--- src/pkg/asi_pkg.sv ---
// Shared constants, carriers and state codes of the async serial interface
package asi_pkg;
    localparam int ADDR_W = 8; // APB byte address width
    localparam int DATA_W = 32; // APB data width
    localparam int DIV_W = 13; // Baud divisor width
    // Register byte offsets
    localparam logic [7:0] OFF_BDH = 8'h00;
    localparam logic [7:0] OFF_BDL = 8'h04;
    localparam logic [7:0] OFF_C1 = 8'h08;
    localparam logic [7:0] OFF_C2 = 8'h0c;
    localparam logic [7:0] OFF_S1 = 8'h10;
    localparam logic [7:0] OFF_S2 = 8'h14;
    localparam logic [7:0] OFF_C3 = 8'h18;
    localparam logic [7:0] OFF_DATA = 8'h1c;
    // Reset values; the low divisor byte comes up non-zero
    localparam logic [7:0] BDH_RST = 8'h00;
    localparam logic [7:0] BDL_RST = 8'h04;
    localparam logic [7:0] C1_RST = 8'h00;
    localparam logic [7:0] C2_RST = 8'h00;
    // Field positions
    localparam int BDH_BKIE = 7; // break_detect_irq_enable
    localparam int BDH_EDGIE = 6; // rx_edge_irq_enable
    localparam int C1_LOOP = 7; // loop_select
    localparam int C1_WFRZ = 6; // wait_freeze
    localparam int C1_RECEIVER_SOURCE = 5; // receiver_source
    localparam int C1_M = 4; // nine-bit frame
    localparam int C1_WAKE = 3; // address-mark wakeup
    localparam int C1_ILT = 2; // idle_count_start
    localparam int C1_PE = 1; // parity_enable
    localparam int C1_PT = 0; // parity_odd
    localparam int C2_TE = 3; // transmitter_enable
    localparam int C2_RE = 2; // receiver_enable
    localparam int C2_RWU = 1; // receiver standby
    localparam int C3_R8 = 7; // received ninth bit
    localparam int C3_T8 = 6; // ninth bit to send
    localparam int C3_DIR = 5; // single_wire_direction
    localparam int S2_BKF = 7; // break_detect_flag
    localparam int S2_EDGF = 6; // rx_edge_flag
    // Oversampling and frame timing, in 16x ticks and bits
    localparam logic [3:0] TICK_MID = 4'h7;
    localparam logic [3:0] TICK_LAST = 4'hf;
    localparam logic [3:0] FRAME_LEN_8 = 4'ha;
    localparam logic [3:0] FRAME_LEN_9 = 4'hb;
    localparam logic [3:0] IDLE_BITS_8 = 4'ha;
    localparam logic [3:0] IDLE_BITS_9 = 4'hb;
    // APB request carrier
    typedef struct packed {
        logic psel;
        logic penable;
        logic pwrite;
        logic [ADDR_W-1:0] paddr;
        logic [DATA_W-1:0] pwdata;
    } asi_apb_req_t;
    typedef enum logic [3:0] {
        RX_IDLE = 4'b0001,
        RX_START = 4'b0010,
        RX_DATA = 4'b0100,
        RX_STOP = 4'b1000
    } asi_rx_st_t;
    typedef enum logic [1:0] {
        TX_IDLE = 2'b01,
        TX_SHIFT = 2'b10
    } asi_tx_st_t;
endpackage : asi_pkg

--- src/rtl/asi_baud_gen.sv ---
// Modulo divider giving the 16x oversampling tick
`timescale 1ns/100ps
module asi_baud_gen #(
    parameter int DIV_W = asi_pkg::DIV_W // Divisor width
) (
    input wire logic pclk, // Bus clock
    input wire logic presetn, // Async reset, active low
    input wire logic [DIV_W-1:0] divisor, // Working divisor
    input wire logic run, // Generator allowed to count
    output logic tick // One-cycle 16x tick
);
    import asi_pkg::*;
    if (DIV_W < 1) begin : g_chk
        $error("divisor width must be at least one");
    end
    typedef struct packed {
        logic [DIV_W-1:0] cnt;
        logic tick;
    } asi_bg_st_t;
    asi_bg_st_t s_r, s_nxt;
    // Count to divisor-1 then tick, so ticks come at clk/divisor
    always_comb begin
        s_nxt = s_r;
        s_nxt.tick = 1'b0;
        if (!run || divisor == '0) begin // Stopped: hold at zero to save power
            s_nxt.cnt = '0;
        end else if (s_r.cnt >= divisor - 1'b1) begin
            s_nxt.cnt = '0;
            s_nxt.tick = 1'b1;
        end else begin
            s_nxt.cnt = s_r.cnt + 1'b1;
        end
    end
    // State register
    always_ff @(posedge pclk or negedge presetn) begin
        if (!presetn) begin
            s_r <= '0;
        end else begin
            s_r <= s_nxt;
        end
    end
    assign tick = s_r.tick;
endmodule : asi_baud_gen

--- src/rtl/asi_tx_shift.sv ---
// Transmit shifter: start, 8 or 9 data bits LSB first, stop
`timescale 1ns/100ps
module asi_tx_shift (
    input wire logic pclk, // Bus clock
    input wire logic presetn, // Async reset, active low
    input wire logic tick, // 16x tick
    input wire logic go, // Load pulse
    input wire logic [8:0] frame, // Data with ninth bit on top
    input wire logic nine_bit, // Nine data bits
    output logic line, // Serial out, high at idle
    output logic busy // Frame in flight
);
    import asi_pkg::*;
    typedef struct packed {
        asi_tx_st_t st;
        logic [10:0] sh;
        logic [3:0] nbit;
        logic [3:0] tcnt;
        logic line;
        logic busy;
    } asi_tx_st_all_t;
    asi_tx_st_all_t s_r, s_nxt;
    // Shift one bit per 16 ticks; ones fill so the line rests high
    always_comb begin
        s_nxt = s_r;
        case (s_r.st)
            TX_IDLE: begin
                if (go) begin // Frame: stop, opt. ninth, data, start
                    s_nxt.sh = {1'b1, nine_bit ? frame[8] : 1'b1, frame[7:0], 1'b0};
                    s_nxt.nbit = nine_bit ? FRAME_LEN_9 : FRAME_LEN_8;
                    s_nxt.tcnt = '0;
                    s_nxt.busy = 1'b1;
                    s_nxt.st = TX_SHIFT;
                end
            end
            TX_SHIFT: begin
                if (tick) begin
                    s_nxt.tcnt = s_r.tcnt + 1'b1;
                    if (s_r.tcnt == TICK_LAST) begin
                        s_nxt.sh = {1'b1, s_r.sh[10:1]};
                        s_nxt.nbit = s_r.nbit - 1'b1;
                        if (s_r.nbit == 4'h1) begin
                            s_nxt.busy = 1'b0;
                            s_nxt.st = TX_IDLE;
                        end
                    end
                end
            end
            default: begin
                s_nxt.st = TX_IDLE;
            end
        endcase
        s_nxt.line = s_nxt.sh[0];
    end
    // State register
    always_ff @(posedge pclk or negedge presetn) begin
        if (!presetn) begin
            s_r <= '{st: TX_IDLE, sh: '1, nbit: '0, tcnt: '0, line: 1'b1, busy: 1'b0};
        end else begin
            s_r <= s_nxt;
        end
    end
    assign line = s_r.line;
    assign busy = s_r.busy;
endmodule : asi_tx_shift

--- src/rtl/asi_core.sv ---
// Async serial interface: registers, baud control, frame options, receiver
// Function
// Eight byte-wide software registers
// Divisor high 5 bits, low 8 bits
// High byte buffered until low byte written
// Zero divisor stops the baud generator
// Bit rate is clock over 16 times divisor
// Baud idle until first receiver/transmitter enable
// Break flag interrupts when its enable set
// Receive edge flag interrupts when enabled
// Loop mode feeds transmitter into receiver
// Receiver source: loop-back or single wire
// Wait freeze stops clocks during wait
// Frame eight or nine data bits
// Wakeup by idle line or address mark
// Idle count starts after start or stop
// Parity generated and checked on data MSB
// Parity even or odd over all ones
// Single wire direction controls shared pin
// Unused divisor high bit reads zero
//
// Local design decisions: the APB register port and the register offsets.
`timescale 1ns/100ps
module asi_core #(
    parameter int DIV_W = asi_pkg::DIV_W // Divisor width
) (
    input wire logic pclk, // Bus clock, 200 MHz
    input wire logic presetn, // Async reset, active low
    input wire asi_pkg::asi_apb_req_t apb_req, // APB request signals
    output logic [asi_pkg::DATA_W-1:0] prdata, // APB read data
    output logic pready, // APB ready
    output logic pslverr, // APB error on unmapped address
    input wire logic rxd_pin, // Receive pin level
    input wire logic txd_pin_i, // Transmit pin level seen back
    output logic txd_pin_o, // Transmit pin drive value
    output logic txd_pin_oe, // Transmit pin drive enable
    input wire logic cpu_wait, // Processor in wait mode
    output logic irq // Interrupt request, active high
);
    import asi_pkg::*;
    if (DIV_W != 13) begin : g_chk
        $error("divisor layout needs exactly 13 bits");
    end
    ////////////////////////////////////////////////////////////////////////
    // State
    typedef struct packed {
        logic [7:0] bdh; // Enables plus buffered high divisor
        logic [DIV_W-1:0] div; // Working divisor
        logic [7:0] c1; // Frame and routing options
        logic [7:0] c2; // Enables and standby
        logic single_wire_direction; // Single-wire drive direction
        logic baud_on; // Set by first enable write
        logic [8:0] tx_buf; // Pending transmit character
        logic tx_empty; // Transmit buffer free
        logic tx_go; // Load pulse to shifter
        logic [8:0] tx_frame; // Character handed to shifter
        asi_rx_st_t rx_st; // Receiver state
        logic [3:0] rx_tcnt; // Tick counter in a bit
        logic [3:0] rx_bitn; // Data bits taken
        logic [8:0] rx_sh; // Receive shift register
        logic [8:0] rx_data; // Received character
        logic rx_full; // Receive data ready
        logic ovr; // Overrun
        logic fe; // Framing error
        logic pf; // Parity error
        logic idle_f; // Idle line seen
        logic [3:0] idle_cnt; // High bit times counted
        logic [3:0] idle_tcnt; // Ticks in an idle bit
        logic idle_arm; // Character seen since last idle
        logic bkf; // Break detect flag
        logic edgf; // Receive edge flag
        logic rx_prev; // Receive input last cycle
        logic [DATA_W-1:0] prdata; // Bus read data
        logic pready; // Bus ready
        logic pslverr; // Bus error
        logic txd_o; // Pin value
        logic txd_oe; // Pin enable
        logic irq; // Interrupt request
    } asi_core_st_t;
    asi_core_st_t s_r, s_nxt;
    logic tick; // 16x tick
    logic tx_line; // Shifter output
    logic tx_busy; // Shifter busy
    logic baud_run; // Generator enable
    logic rx_in; // Selected receive source
    logic single_wire; // Loop plus external pin
    logic [7:0] rd_byte; // Read mux
    logic addr_ok; // Mapped address
    logic [7:0] offs; // Request offset
    logic done; // Access completes this edge
    logic wr; // Write completes
    logic nine; // Nine-bit frames
    logic [3:0] need; // Idle bits needed
    logic [8:0] rx_word; // Aligned received character
    logic par_bit; // Received data parity
    ////////////////////////////////////////////////////////////////////////
    // Baud generator and transmitter
    // Frozen in wait only when chosen, so the block can wake the CPU
    assign baud_run = s_r.baud_on && !(s_r.c1[C1_WFRZ] && cpu_wait);
    asi_baud_gen #(.DIV_W(DIV_W)) u_baud (
        .pclk(pclk),
        .presetn(presetn),
        .divisor(s_r.div),
        .run(baud_run),
        .tick(tick)
    );
    asi_tx_shift u_tx (
        .pclk(pclk),
        .presetn(presetn),
        .tick(tick),
        .go(s_r.tx_go),
        .frame(s_r.tx_frame),
        .nine_bit(s_r.c1[C1_M]),
        .line(tx_line),
        .busy(tx_busy)
    );
    ////////////////////////////////////////////////////////////////////////
    // Routing and decode
    // The receive pin is unused whenever loop mode is on
    assign single_wire = s_r.c1[C1_LOOP] && s_r.c1[C1_RECEIVER_SOURCE];
    always_comb begin
        if (!s_r.c1[C1_LOOP]) begin
            rx_in = rxd_pin;
        end else if (s_r.c1[C1_RECEIVER_SOURCE]) begin
            rx_in = txd_pin_i;
        end else begin
            rx_in = tx_line;
        end
    end
    assign offs = apb_req.paddr[7:0];
    assign done = apb_req.psel && apb_req.penable && s_r.pready;
    assign wr = done && apb_req.pwrite && addr_ok;
    assign nine = s_r.c1[C1_M];
    assign need = nine ? IDLE_BITS_9 : IDLE_BITS_8;
    assign rx_word = nine ? s_r.rx_sh : {1'b0, s_r.rx_sh[8:1]};
    assign par_bit = nine ? ^s_r.rx_sh : ^s_r.rx_sh[8:1];
    // Read mux; reserved bits read zero
    always_comb begin
        addr_ok = 1'b1;
        rd_byte = 8'h00;
        case (offs)
            OFF_BDH: rd_byte = {s_r.bdh[7:6], 1'b0, s_r.bdh[4:0]};
            OFF_BDL: rd_byte = s_r.div[7:0];
            OFF_C1: rd_byte = s_r.c1;
            OFF_C2: rd_byte = s_r.c2;
            OFF_S1: rd_byte = {s_r.tx_empty, s_r.tx_empty && !tx_busy && !s_r.tx_go,
                s_r.rx_full, s_r.idle_f, s_r.ovr, 1'b0, s_r.fe, s_r.pf};
            OFF_S2: rd_byte = {s_r.bkf, s_r.edgf, 6'h00};
            OFF_C3: rd_byte = {s_r.rx_data[8], s_r.tx_buf[8], s_r.single_wire_direction, 5'h00};
            OFF_DATA: rd_byte = s_r.rx_data[7:0];
            default: addr_ok = 1'b0;
        endcase
    end
    ////////////////////////////////////////////////////////////////////////
    // Next state
    always_comb begin
        s_nxt = s_r;
        s_nxt.tx_go = 1'b0;
        // APB: one wait cycle, then ready; effects at the ready edge
        if (done) begin
            s_nxt.pready = 1'b0;
            s_nxt.pslverr = 1'b0;
        end else if (apb_req.psel && apb_req.penable) begin
            s_nxt.pready = 1'b1;
            s_nxt.pslverr = !addr_ok;
            s_nxt.prdata = {24'h000000, rd_byte};
        end
        // Reading data releases the receive flags
        if (done && !apb_req.pwrite && offs == OFF_DATA) begin
            s_nxt.rx_full = 1'b0;
            s_nxt.ovr = 1'b0;
            s_nxt.fe = 1'b0;
            s_nxt.pf = 1'b0;
            s_nxt.idle_f = 1'b0;
        end
        // Register writes
        if (wr) begin
            case (offs)
                OFF_BDH: begin // Bit 5 has no storage
                    s_nxt.bdh = {apb_req.pwdata[7:6], 1'b0, apb_req.pwdata[4:0]};
                end
                OFF_BDL: begin // High byte takes effect only now
                    s_nxt.div = {s_r.bdh[4:0], apb_req.pwdata[7:0]};
                end
                OFF_C1: s_nxt.c1 = apb_req.pwdata[7:0];
                OFF_C2: begin
                    s_nxt.c2 = {4'h0, apb_req.pwdata[3:1], 1'b0};
                    if (apb_req.pwdata[C2_TE] || apb_req.pwdata[C2_RE]) begin
                        s_nxt.baud_on = 1'b1;
                    end
                end
                OFF_S2: begin // Write one to clear
                    if (apb_req.pwdata[S2_BKF]) begin
                        s_nxt.bkf = 1'b0;
                    end
                    if (apb_req.pwdata[S2_EDGF]) begin
                        s_nxt.edgf = 1'b0;
                    end
                end
                OFF_C3: begin
                    s_nxt.tx_buf[8] = apb_req.pwdata[C3_T8];
                    s_nxt.single_wire_direction = apb_req.pwdata[C3_DIR];
                end
                OFF_DATA: begin
                    s_nxt.tx_buf[7:0] = apb_req.pwdata[7:0];
                    s_nxt.tx_empty = 1'b0;
                end
                default: begin
                end
            endcase
        end
        // Transmit hand-off, parity put in the MSB when enabled
        if (s_r.c2[C2_TE] && !s_r.tx_empty && !tx_busy && !s_r.tx_go) begin
            s_nxt.tx_go = 1'b1;
            // A data write in the hand-off cycle stays pending, not lost
            s_nxt.tx_empty = !(wr && offs == OFF_DATA);
            s_nxt.tx_frame = s_r.tx_buf;
            if (s_r.c1[C1_PE] && nine) begin
                s_nxt.tx_frame[8] = ^s_r.tx_buf[7:0] ^ s_r.c1[C1_PT];
            end else if (s_r.c1[C1_PE]) begin
                s_nxt.tx_frame[7] = ^s_r.tx_buf[6:0] ^ s_r.c1[C1_PT];
            end
        end
        // Receive edge flag; set wins over a same-cycle clear
        s_nxt.rx_prev = rx_in;
        if (s_r.c2[C2_RE] && s_r.rx_prev && !rx_in) begin
            s_nxt.edgf = 1'b1;
        end
        // Receiver, stepped by the 16x tick
        case (s_r.rx_st)
            RX_IDLE: begin
                if (s_r.c2[C2_RE] && !rx_in && tick) begin
                    s_nxt.rx_st = RX_START;
                    s_nxt.rx_tcnt = '0;
                    s_nxt.idle_cnt = '0;
                    s_nxt.idle_tcnt = '0;
                end else if (tick && rx_in) begin // Idle line bit timer
                    s_nxt.idle_tcnt = s_r.idle_tcnt + 1'b1;
                    if (s_r.idle_tcnt == TICK_LAST && s_r.idle_cnt < need) begin
                        s_nxt.idle_cnt = s_r.idle_cnt + 1'b1;
                    end
                end
            end
            RX_START: begin // Confirm start in mid bit, else a glitch
                if (tick) begin
                    s_nxt.rx_tcnt = s_r.rx_tcnt + 1'b1;
                    if (s_r.rx_tcnt == TICK_MID) begin
                        s_nxt.rx_tcnt = '0;
                        s_nxt.rx_bitn = '0;
                        s_nxt.rx_st = rx_in ? RX_IDLE : RX_DATA;
                    end
                end
            end
            RX_DATA: begin // Sample each data bit in its middle
                if (tick) begin
                    s_nxt.rx_tcnt = s_r.rx_tcnt + 1'b1;
                    if (s_r.rx_tcnt == TICK_LAST) begin
                        s_nxt.rx_sh = {rx_in, s_r.rx_sh[8:1]};
                        s_nxt.rx_bitn = s_r.rx_bitn + 1'b1;
                        // High data bits count as idle unless counting waits for stop
                        if (!rx_in) begin
                            s_nxt.idle_cnt = '0;
                        end else if (!s_r.c1[C1_ILT] && s_r.idle_cnt < need) begin
                            s_nxt.idle_cnt = s_r.idle_cnt + 1'b1;
                        end
                        if (s_r.rx_bitn == (nine ? 4'h8 : 4'h7)) begin
                            s_nxt.rx_st = RX_STOP;
                        end
                    end
                end
            end
            RX_STOP: begin
                if (tick) begin
                    s_nxt.rx_tcnt = s_r.rx_tcnt + 1'b1;
                    if (s_r.rx_tcnt == TICK_LAST) begin
                        s_nxt.rx_st = RX_IDLE;
                        s_nxt.idle_tcnt = '0;
                        s_nxt.idle_arm = 1'b1;
                        if (s_r.c1[C1_ILT] || !rx_in) begin
                            s_nxt.idle_cnt = '0;
                        end else if (s_r.idle_cnt < need) begin
                            s_nxt.idle_cnt = s_r.idle_cnt + 1'b1;
                        end
                        if (!rx_in && rx_word == '0) begin
                            s_nxt.bkf = 1'b1; // Break: all zero, no stop bit
                        end
                        if (s_r.c2[C2_RWU]) begin
                            // Standby: only an address mark wakes and is kept
                            if (s_r.c1[C1_WAKE] && rx_word[nine ? 8 : 7]) begin
                                s_nxt.c2[C2_RWU] = 1'b0;
                                s_nxt.rx_data = rx_word;
                                s_nxt.rx_full = 1'b1;
                            end
                        end else if (s_r.rx_full) begin
                            s_nxt.ovr = 1'b1;
                        end else begin
                            s_nxt.rx_data = rx_word;
                            s_nxt.rx_full = 1'b1;
                            s_nxt.fe = !rx_in;
                            s_nxt.pf = s_r.c1[C1_PE] && (par_bit != s_r.c1[C1_PT]);
                        end
                    end
                end
            end
            default: begin
                s_nxt.rx_st = RX_IDLE;
            end
        endcase
        // Idle line flag and idle-line wakeup
        if (s_r.idle_arm && s_r.idle_cnt >= need) begin
            s_nxt.idle_arm = 1'b0;
            if (s_r.c2[C2_RWU] && !s_r.c1[C1_WAKE]) begin
                s_nxt.c2[C2_RWU] = 1'b0;
            end else begin
                s_nxt.idle_f = 1'b1;
            end
        end
        // Pin: shifter keeps it until its frame ends even after disable
        s_nxt.txd_o = tx_line;
        s_nxt.txd_oe = (s_r.c2[C2_TE] || tx_busy) && (!single_wire || s_r.single_wire_direction);
        // Interrupt from enabled sticky flags
        s_nxt.irq = (s_r.bdh[BDH_BKIE] && s_r.bkf)
            || (s_r.bdh[BDH_EDGIE] && s_r.edgf);
    end
    ////////////////////////////////////////////////////////////////////////
    // State register
    always_ff @(posedge pclk or negedge presetn) begin
        if (!presetn) begin
            s_r <= '0;
            s_r.bdh <= BDH_RST;
            s_r.div <= {BDH_RST[4:0], BDL_RST};
            s_r.c1 <= C1_RST;
            s_r.c2 <= C2_RST;
            s_r.tx_empty <= 1'b1;
            s_r.rx_st <= RX_IDLE;
            s_r.rx_prev <= 1'b1;
            s_r.txd_o <= 1'b1;
        end else begin
            s_r <= s_nxt;
        end
    end
    ////////////////////////////////////////////////////////////////////////
    // Outputs, all from the state register
    assign prdata = s_r.prdata;
    assign pready = s_r.pready;
    assign pslverr = s_r.pslverr;
    assign txd_pin_o = s_r.txd_o;
    assign txd_pin_oe = s_r.txd_oe;
    assign irq = s_r.irq;
endmodule : asi_core

--- config.mk ---
export PLATFORM = sky130hd
export DESIGN_NAME = asi_core
export DESIGN_NICKNAME = d
export VERILOG_FILES = /design/src/pkg/asi_pkg.sv /design/src/rtl/asi_baud_gen.sv /design/src/rtl/asi_tx_shift.sv /design/src/rtl/asi_core.sv
export SDC_FILE = /design/constraint.sdc
export NUM_CORES = 1
export LEC_CHECK = 0
export BUFFER_PORTS_ARGS = -buffer_cell sky130_fd_sc_hd__buf_2
export CORE_MARGIN = 2
export CORE_UTILIZATION = 40
export DETAILED_ROUTE_END_ITERATION = 7
export PLACE_DENSITY_LB_ADDON = 0.25
export SYNTH_ARGS = -nofsm -noshare
export SYNTH_HDL_FRONTEND = slang
export SYNTH_SLANG_ARGS = --single-unit
--- constraint.sdc ---
create_clock -name pclk -period 4 [get_ports pclk]
set_clock_uncertainty 0.05 [all_clocks]
set_input_delay 0.6 -clock pclk [delete_from_list [all_inputs] [get_ports pclk]]
set_output_delay 0.6 -clock pclk [all_outputs]
set_load 0.005 [all_outputs]
# Word level (Yosys, flattened, before mapping)
# Cells that the tools add are included.
# op_classes
n_addsub,8
magnitude_cmp,4
eq_ne,38
muxes,94
bitwise_logic,3
reduce_logical,93
# op_table
cell,n
one-hot mux 8 bit (8 select lines),1
2-to-1 mux 21 bit,3
2-to-1 mux 4 bit,15
2-to-1 mux 10 bit,5
2-to-1 mux 13 bit,3
one-hot mux 19 bit (2 select lines),1
2-to-1 mux 1 bit,36
"equality test 8 x 5 -> 1 bit, second input constant",4
2-to-1 mux 8 bit,4
one-hot mux 4 bit (4 select lines),2
logical AND 1 bit,31
2-to-1 mux 12 bit,2
nonzero test 2 bit,12
"adder 4 x 1 -> 4 bit, second input constant",5
AND reduction 5 bit,4
2-to-1 mux 9 bit,2
2-to-1 mux 17 bit,1
"equality test 4 bit, second input constant",4
"equality test 8 x 4 -> 1 bit, second input constant",2
2-to-1 mux 2 bit,8
one-hot mux 4 bit (2 select lines),2
AND reduction 2 bit,8
parity 8 bit,2
AND reduction 3 bit,5
other kinds (41),78
# word_totals
ff_bits,149
in_bits,48
output_inout_bits,37
elab_cells,282

# Logic depth before layout (Yosys ltp)
# logic_depth
word_depth,12
depth_mapped,13
mapped_depth_nobuf,12

# Hierarchy
# A second synthesis with hierarchy kept.
# hier_totals
cells_unflattened,813
area_unflattened_um2,8310.5
# by_module_without_submodules
mod,n_inst,cells_per_inst,area_each_um2,seq_area_each_um2
asi_core,1,573,6063.3,2834.0
asi_baud_gen,1,137,1183.6,350.3
asi_tx_shift,1,103,1063.5,539.3

# Worst setup path before layout
# No wires, ideal clock.
# synth_timing
kind,register to register
from,register s_r[122] (netlist name)
to,register u_baud.s_r[10] (netlist name)
setup_ps,136
t_arrival_ps,2625
t_required_ps,3814
setup_slack_ps,1189
path_stages_with_launch,12
path_buffers,1
period_less_slack_ps,2811
path_cell_list,dfrtp_1 -> inv_1 -> ha_1 -> nand3b_1 -> or3_1 -> xor2_1 -> ha_1 -> nand4_1 -> a211o_1 -> a31oi_1 -> clkbuf_1 -> nor3_1
# synth_rtl
item,line,rtl
start: declaration,asi_core.sv:80,"asi_core_st_t s_r, s_nxt;"
start signal: assignment,asi_core.sv:339,s_r <= s_nxt;
end signal: assignment,asi_baud_gen.sv:39,s_r <= s_nxt;
end: declaration,asi_baud_gen.sv:20,"asi_bg_st_t s_r, s_nxt;"

==> impl_metrics.toml <==
[drt]
wl_met2_um = 7650
wl_um = 17100
top_layer_used = "met4"
dr_wl_met3_um = 502
ant_nets = 0
vias_per_cell = 5.16
drt_pre_antenna_iters = 5
routedLengthMet1_um = 8670
remaining_drc_errors = 0
post_drt_wl_per_cell_um = 16.1
route.vias.total = 5459
drt_iter0_markers = 470

[cts]
clk_pin_slew_ns = 0.06
cts_setup_buffers = 0
numCtsBuffers = 17
root_buffer = "clkbuf_16"
cts_tree = "yes"
ctsResizeCount = 0
numClockSinks = 148
clockBufferDepth = 2
clk_latency_ns = 0.43
cts_max_level = 4
hold_buffers = 0

[timing]
tightest_slew_ns = 1.01
drv_slew = 0
setup_tns_ns = 0
period_needed_ns = 3.16
setup-violations-final = 0
period_share_pct = 79.0
slew_headroom_pct = 32.4
rsz0062_at_grt = "false"
fmax_mhz = 317
hold_viol = 0

[cells_and_area]
syn_to_final_growth_pct = 11.0
antenna_cells = 0
nNetsFinal = 851
final_util_pct = 44.8
stdcell_count = 1058
drive_gt1_share_pct = 19.0

[power]
p_per_area_nw_per_um2 = 356
leakage_nw = 4.13
irDropWorstVdd_v = 0.000248

[worst_setup_path]
r2r_setup_slack_ns = 0.84
path_buf_inv = 0
reg2reg_to = "u_baud.s_r[3]$_DFF_PN0_"
critPathSlowestCell = "dfrtp_1"
max_stage_delay_ns = 0.43
startpoint_type = "flip-flop"
worstReg2RegStart = "s_r[125]$_DFFE_PN0P_"
path_max_fanout = 13
worstSetupEndpointType = "flip-flop"
cp_data_required_time_ns = 4.28
path_delay_family = "simple AND/OR/NAND/NOR gates"
worstSetupPathType = "reg -> reg"
path_cells = "nor3_1, nand3_1, nor3_1, nor3b_1, nand2_1, xor2_1, ha_1, nand2_1, nor4_1, a211oi_1, nand2_1, nor3_1"
arrival_ns = 3.44
ff2ff_path_depth = 12

[outcome]
status = "finished, final reports clean"

[synthesis]
netlist_top_cells_count = "dfrtp_1 (132), nand2_1 (88), mux2_2 (50), nor2_1 (48)"
syn_area_um2 = 7810
avgSynthCellArea_um2 = 10.4
yosysMostFrequentCell = "dfrtp_1"
syn_inst = 753
synth_top_cell_by_area = "dfrtp_1"
synthTopCellsByArea = "dfrtp_1 (42%), mux2_2 (7.2%), dfstp_2 (5.4%)"
async_flop_share_pct = 100
synth_enable_flop_cells = 0
seq_area_frac_synth_pct = 47.7
synth_cell_types = 72
yosysTopAreaCellShare_pct = 42.3
ys_dominant_reg_cell = "dfrtp_1"
synth-seq-cells = 148
ys_warn_count = 0

[grt]
grt_antenna_before_repair = 0
grt_overflow = 0
grt_usage_pct = 17.4
grt_pass1_wl_um = 27500
grt_pass1_vias = 4982
grt_max_degree = 91

[floorplanning]
dieWidth_um = 144
pin_count = 85
row_count = 51
coreArea_um2 = 19300
start_util_pct = 40.4
die-area_um2 = 20700
die_h_um = 144

[placed_design]
post-dp-hpwl_um = 12100
dp.cells = 1026
port_buffers = 36
globalplace.congestion = 0.829

[run]
maxCapViolCount = 0

[min_path]
hp-class = "in -> async"
[cells in the final DEF, fill, tap and decap left out, types with 16 or more instances in the layout]
cell type  netlist  routed
xor2_1          20      20
xnor2_1         23      23
buf_2            4      35
o21ai_0         34      34
nor2_1          48      48
mux2i_1         21      21
clkbuf_16        0      17
nor3_1          22      22
dfstp_2         16      16
mux2_2          50      50
dfrtp_1        132     132
nand3_1         23      23
conb_1           1      24
a21oi_1         31      31
nand2_1         88      88
ha_1            23      23
[state kept, by name (all words and copies together), names as in the netlist]
name         cells
u_baud.tick      1
prdata           8
pready           1
txd_pin_o        1
pslverr          1
u_tx.busy        1
nine             1
irq              1
u_tx.s_r        20
txd_pin_oe       1
u_baud.s_r      13
s_r             99
[kinds of logic after synthesis]
logic type / Yosys count / share of synthesized area (%)
other cells: 1 / 0.0480
mux: 72 / 10.0
fa+ha+maj: 23 / 3.68
simple gates: 264 / 17.4
buf+inv: 72 / 5.16
compound gates: 130 / 11.2
flops: 148 / 47.7
xor+xnor: 43 / 4.82
[where the power goes]
part / total [W] / switching (W) / leakage [nW] / internal [W]
Sequential: 0.00151 / 0.00000317 / 1.97 / 0.00150
Combinational: 0.0000854 / 0.0000649 / 1.90 / 0.0000205
Clock: 0.00149 / 0.000634 / 0.258 / 0.000856
Total: 0.00308 / 0.000702 / 4.13 / 0.00238
[final cells by class]
| type | count | area [um^2] |
|---|---|---|
| Timing Repair Buffer | 41 | 236 |
| Sequential cell | 148 | 3720 |
| Clock buffer | 20 | 437 |
| Inverter | 16 | 60.1 |
| Multi-Input combinational cell | 556 | 3770 |
| Tap cell | 265 | 332 |
| Fill cell | 1797 | 10700 |
| Clock inverter | 12 | 109 |
[metal layers]
metal	up-vias	global-route usage [%]
met4	0	6.35
met1	2656	25.8
met3	20	2.90
met2	110	25.5
met5	-	0
li1	2673	-
[through the flow]
step                      instance area, um^2  worst slack [ns]  total power, W  hold slack [ns]
after floorplan                          7900              1.19         0.00157            0.254
after global placement                   8120             0.921         0.00162            0.332
after detailed placement                 8120             0.868         0.00162            0.323
after CTS                                8670             0.782         0.00312            0.242
after global routing                     8670             0.437         0.00320            0.257
final                                    8670             0.841         0.00308            0.203
[worst max-delay path by stage]
stage | from | to | slack [ns] | cells after the start
floorplan | s_r[122]$_DFFE_PN0P_ | u_baud.s_r[10]$_DFF_PN0_ | 1.19 | 11
global placement | s_r[125]$_DFFE_PN0P_ | u_baud.s_r[11]$_DFF_PN0_ | 0.92 | 12
detailed placement | s_r[125]$_DFFE_PN0P_ | u_baud.s_r[3]$_DFF_PN0_ | 0.87 | 12
CTS | s_r[125]$_DFFE_PN0P_ | u_baud.s_r[3]$_DFF_PN0_ | 0.78 | 12
global route | s_r[125]$_DFFE_PN0P_ | u_baud.s_r[3]$_DFF_PN0_ | 0.44 | 12
finish | s_r[125]$_DFFE_PN0P_ | u_baud.s_r[3]$_DFF_PN0_ | 0.84 | 12
(Power assumes the default switching activity.)
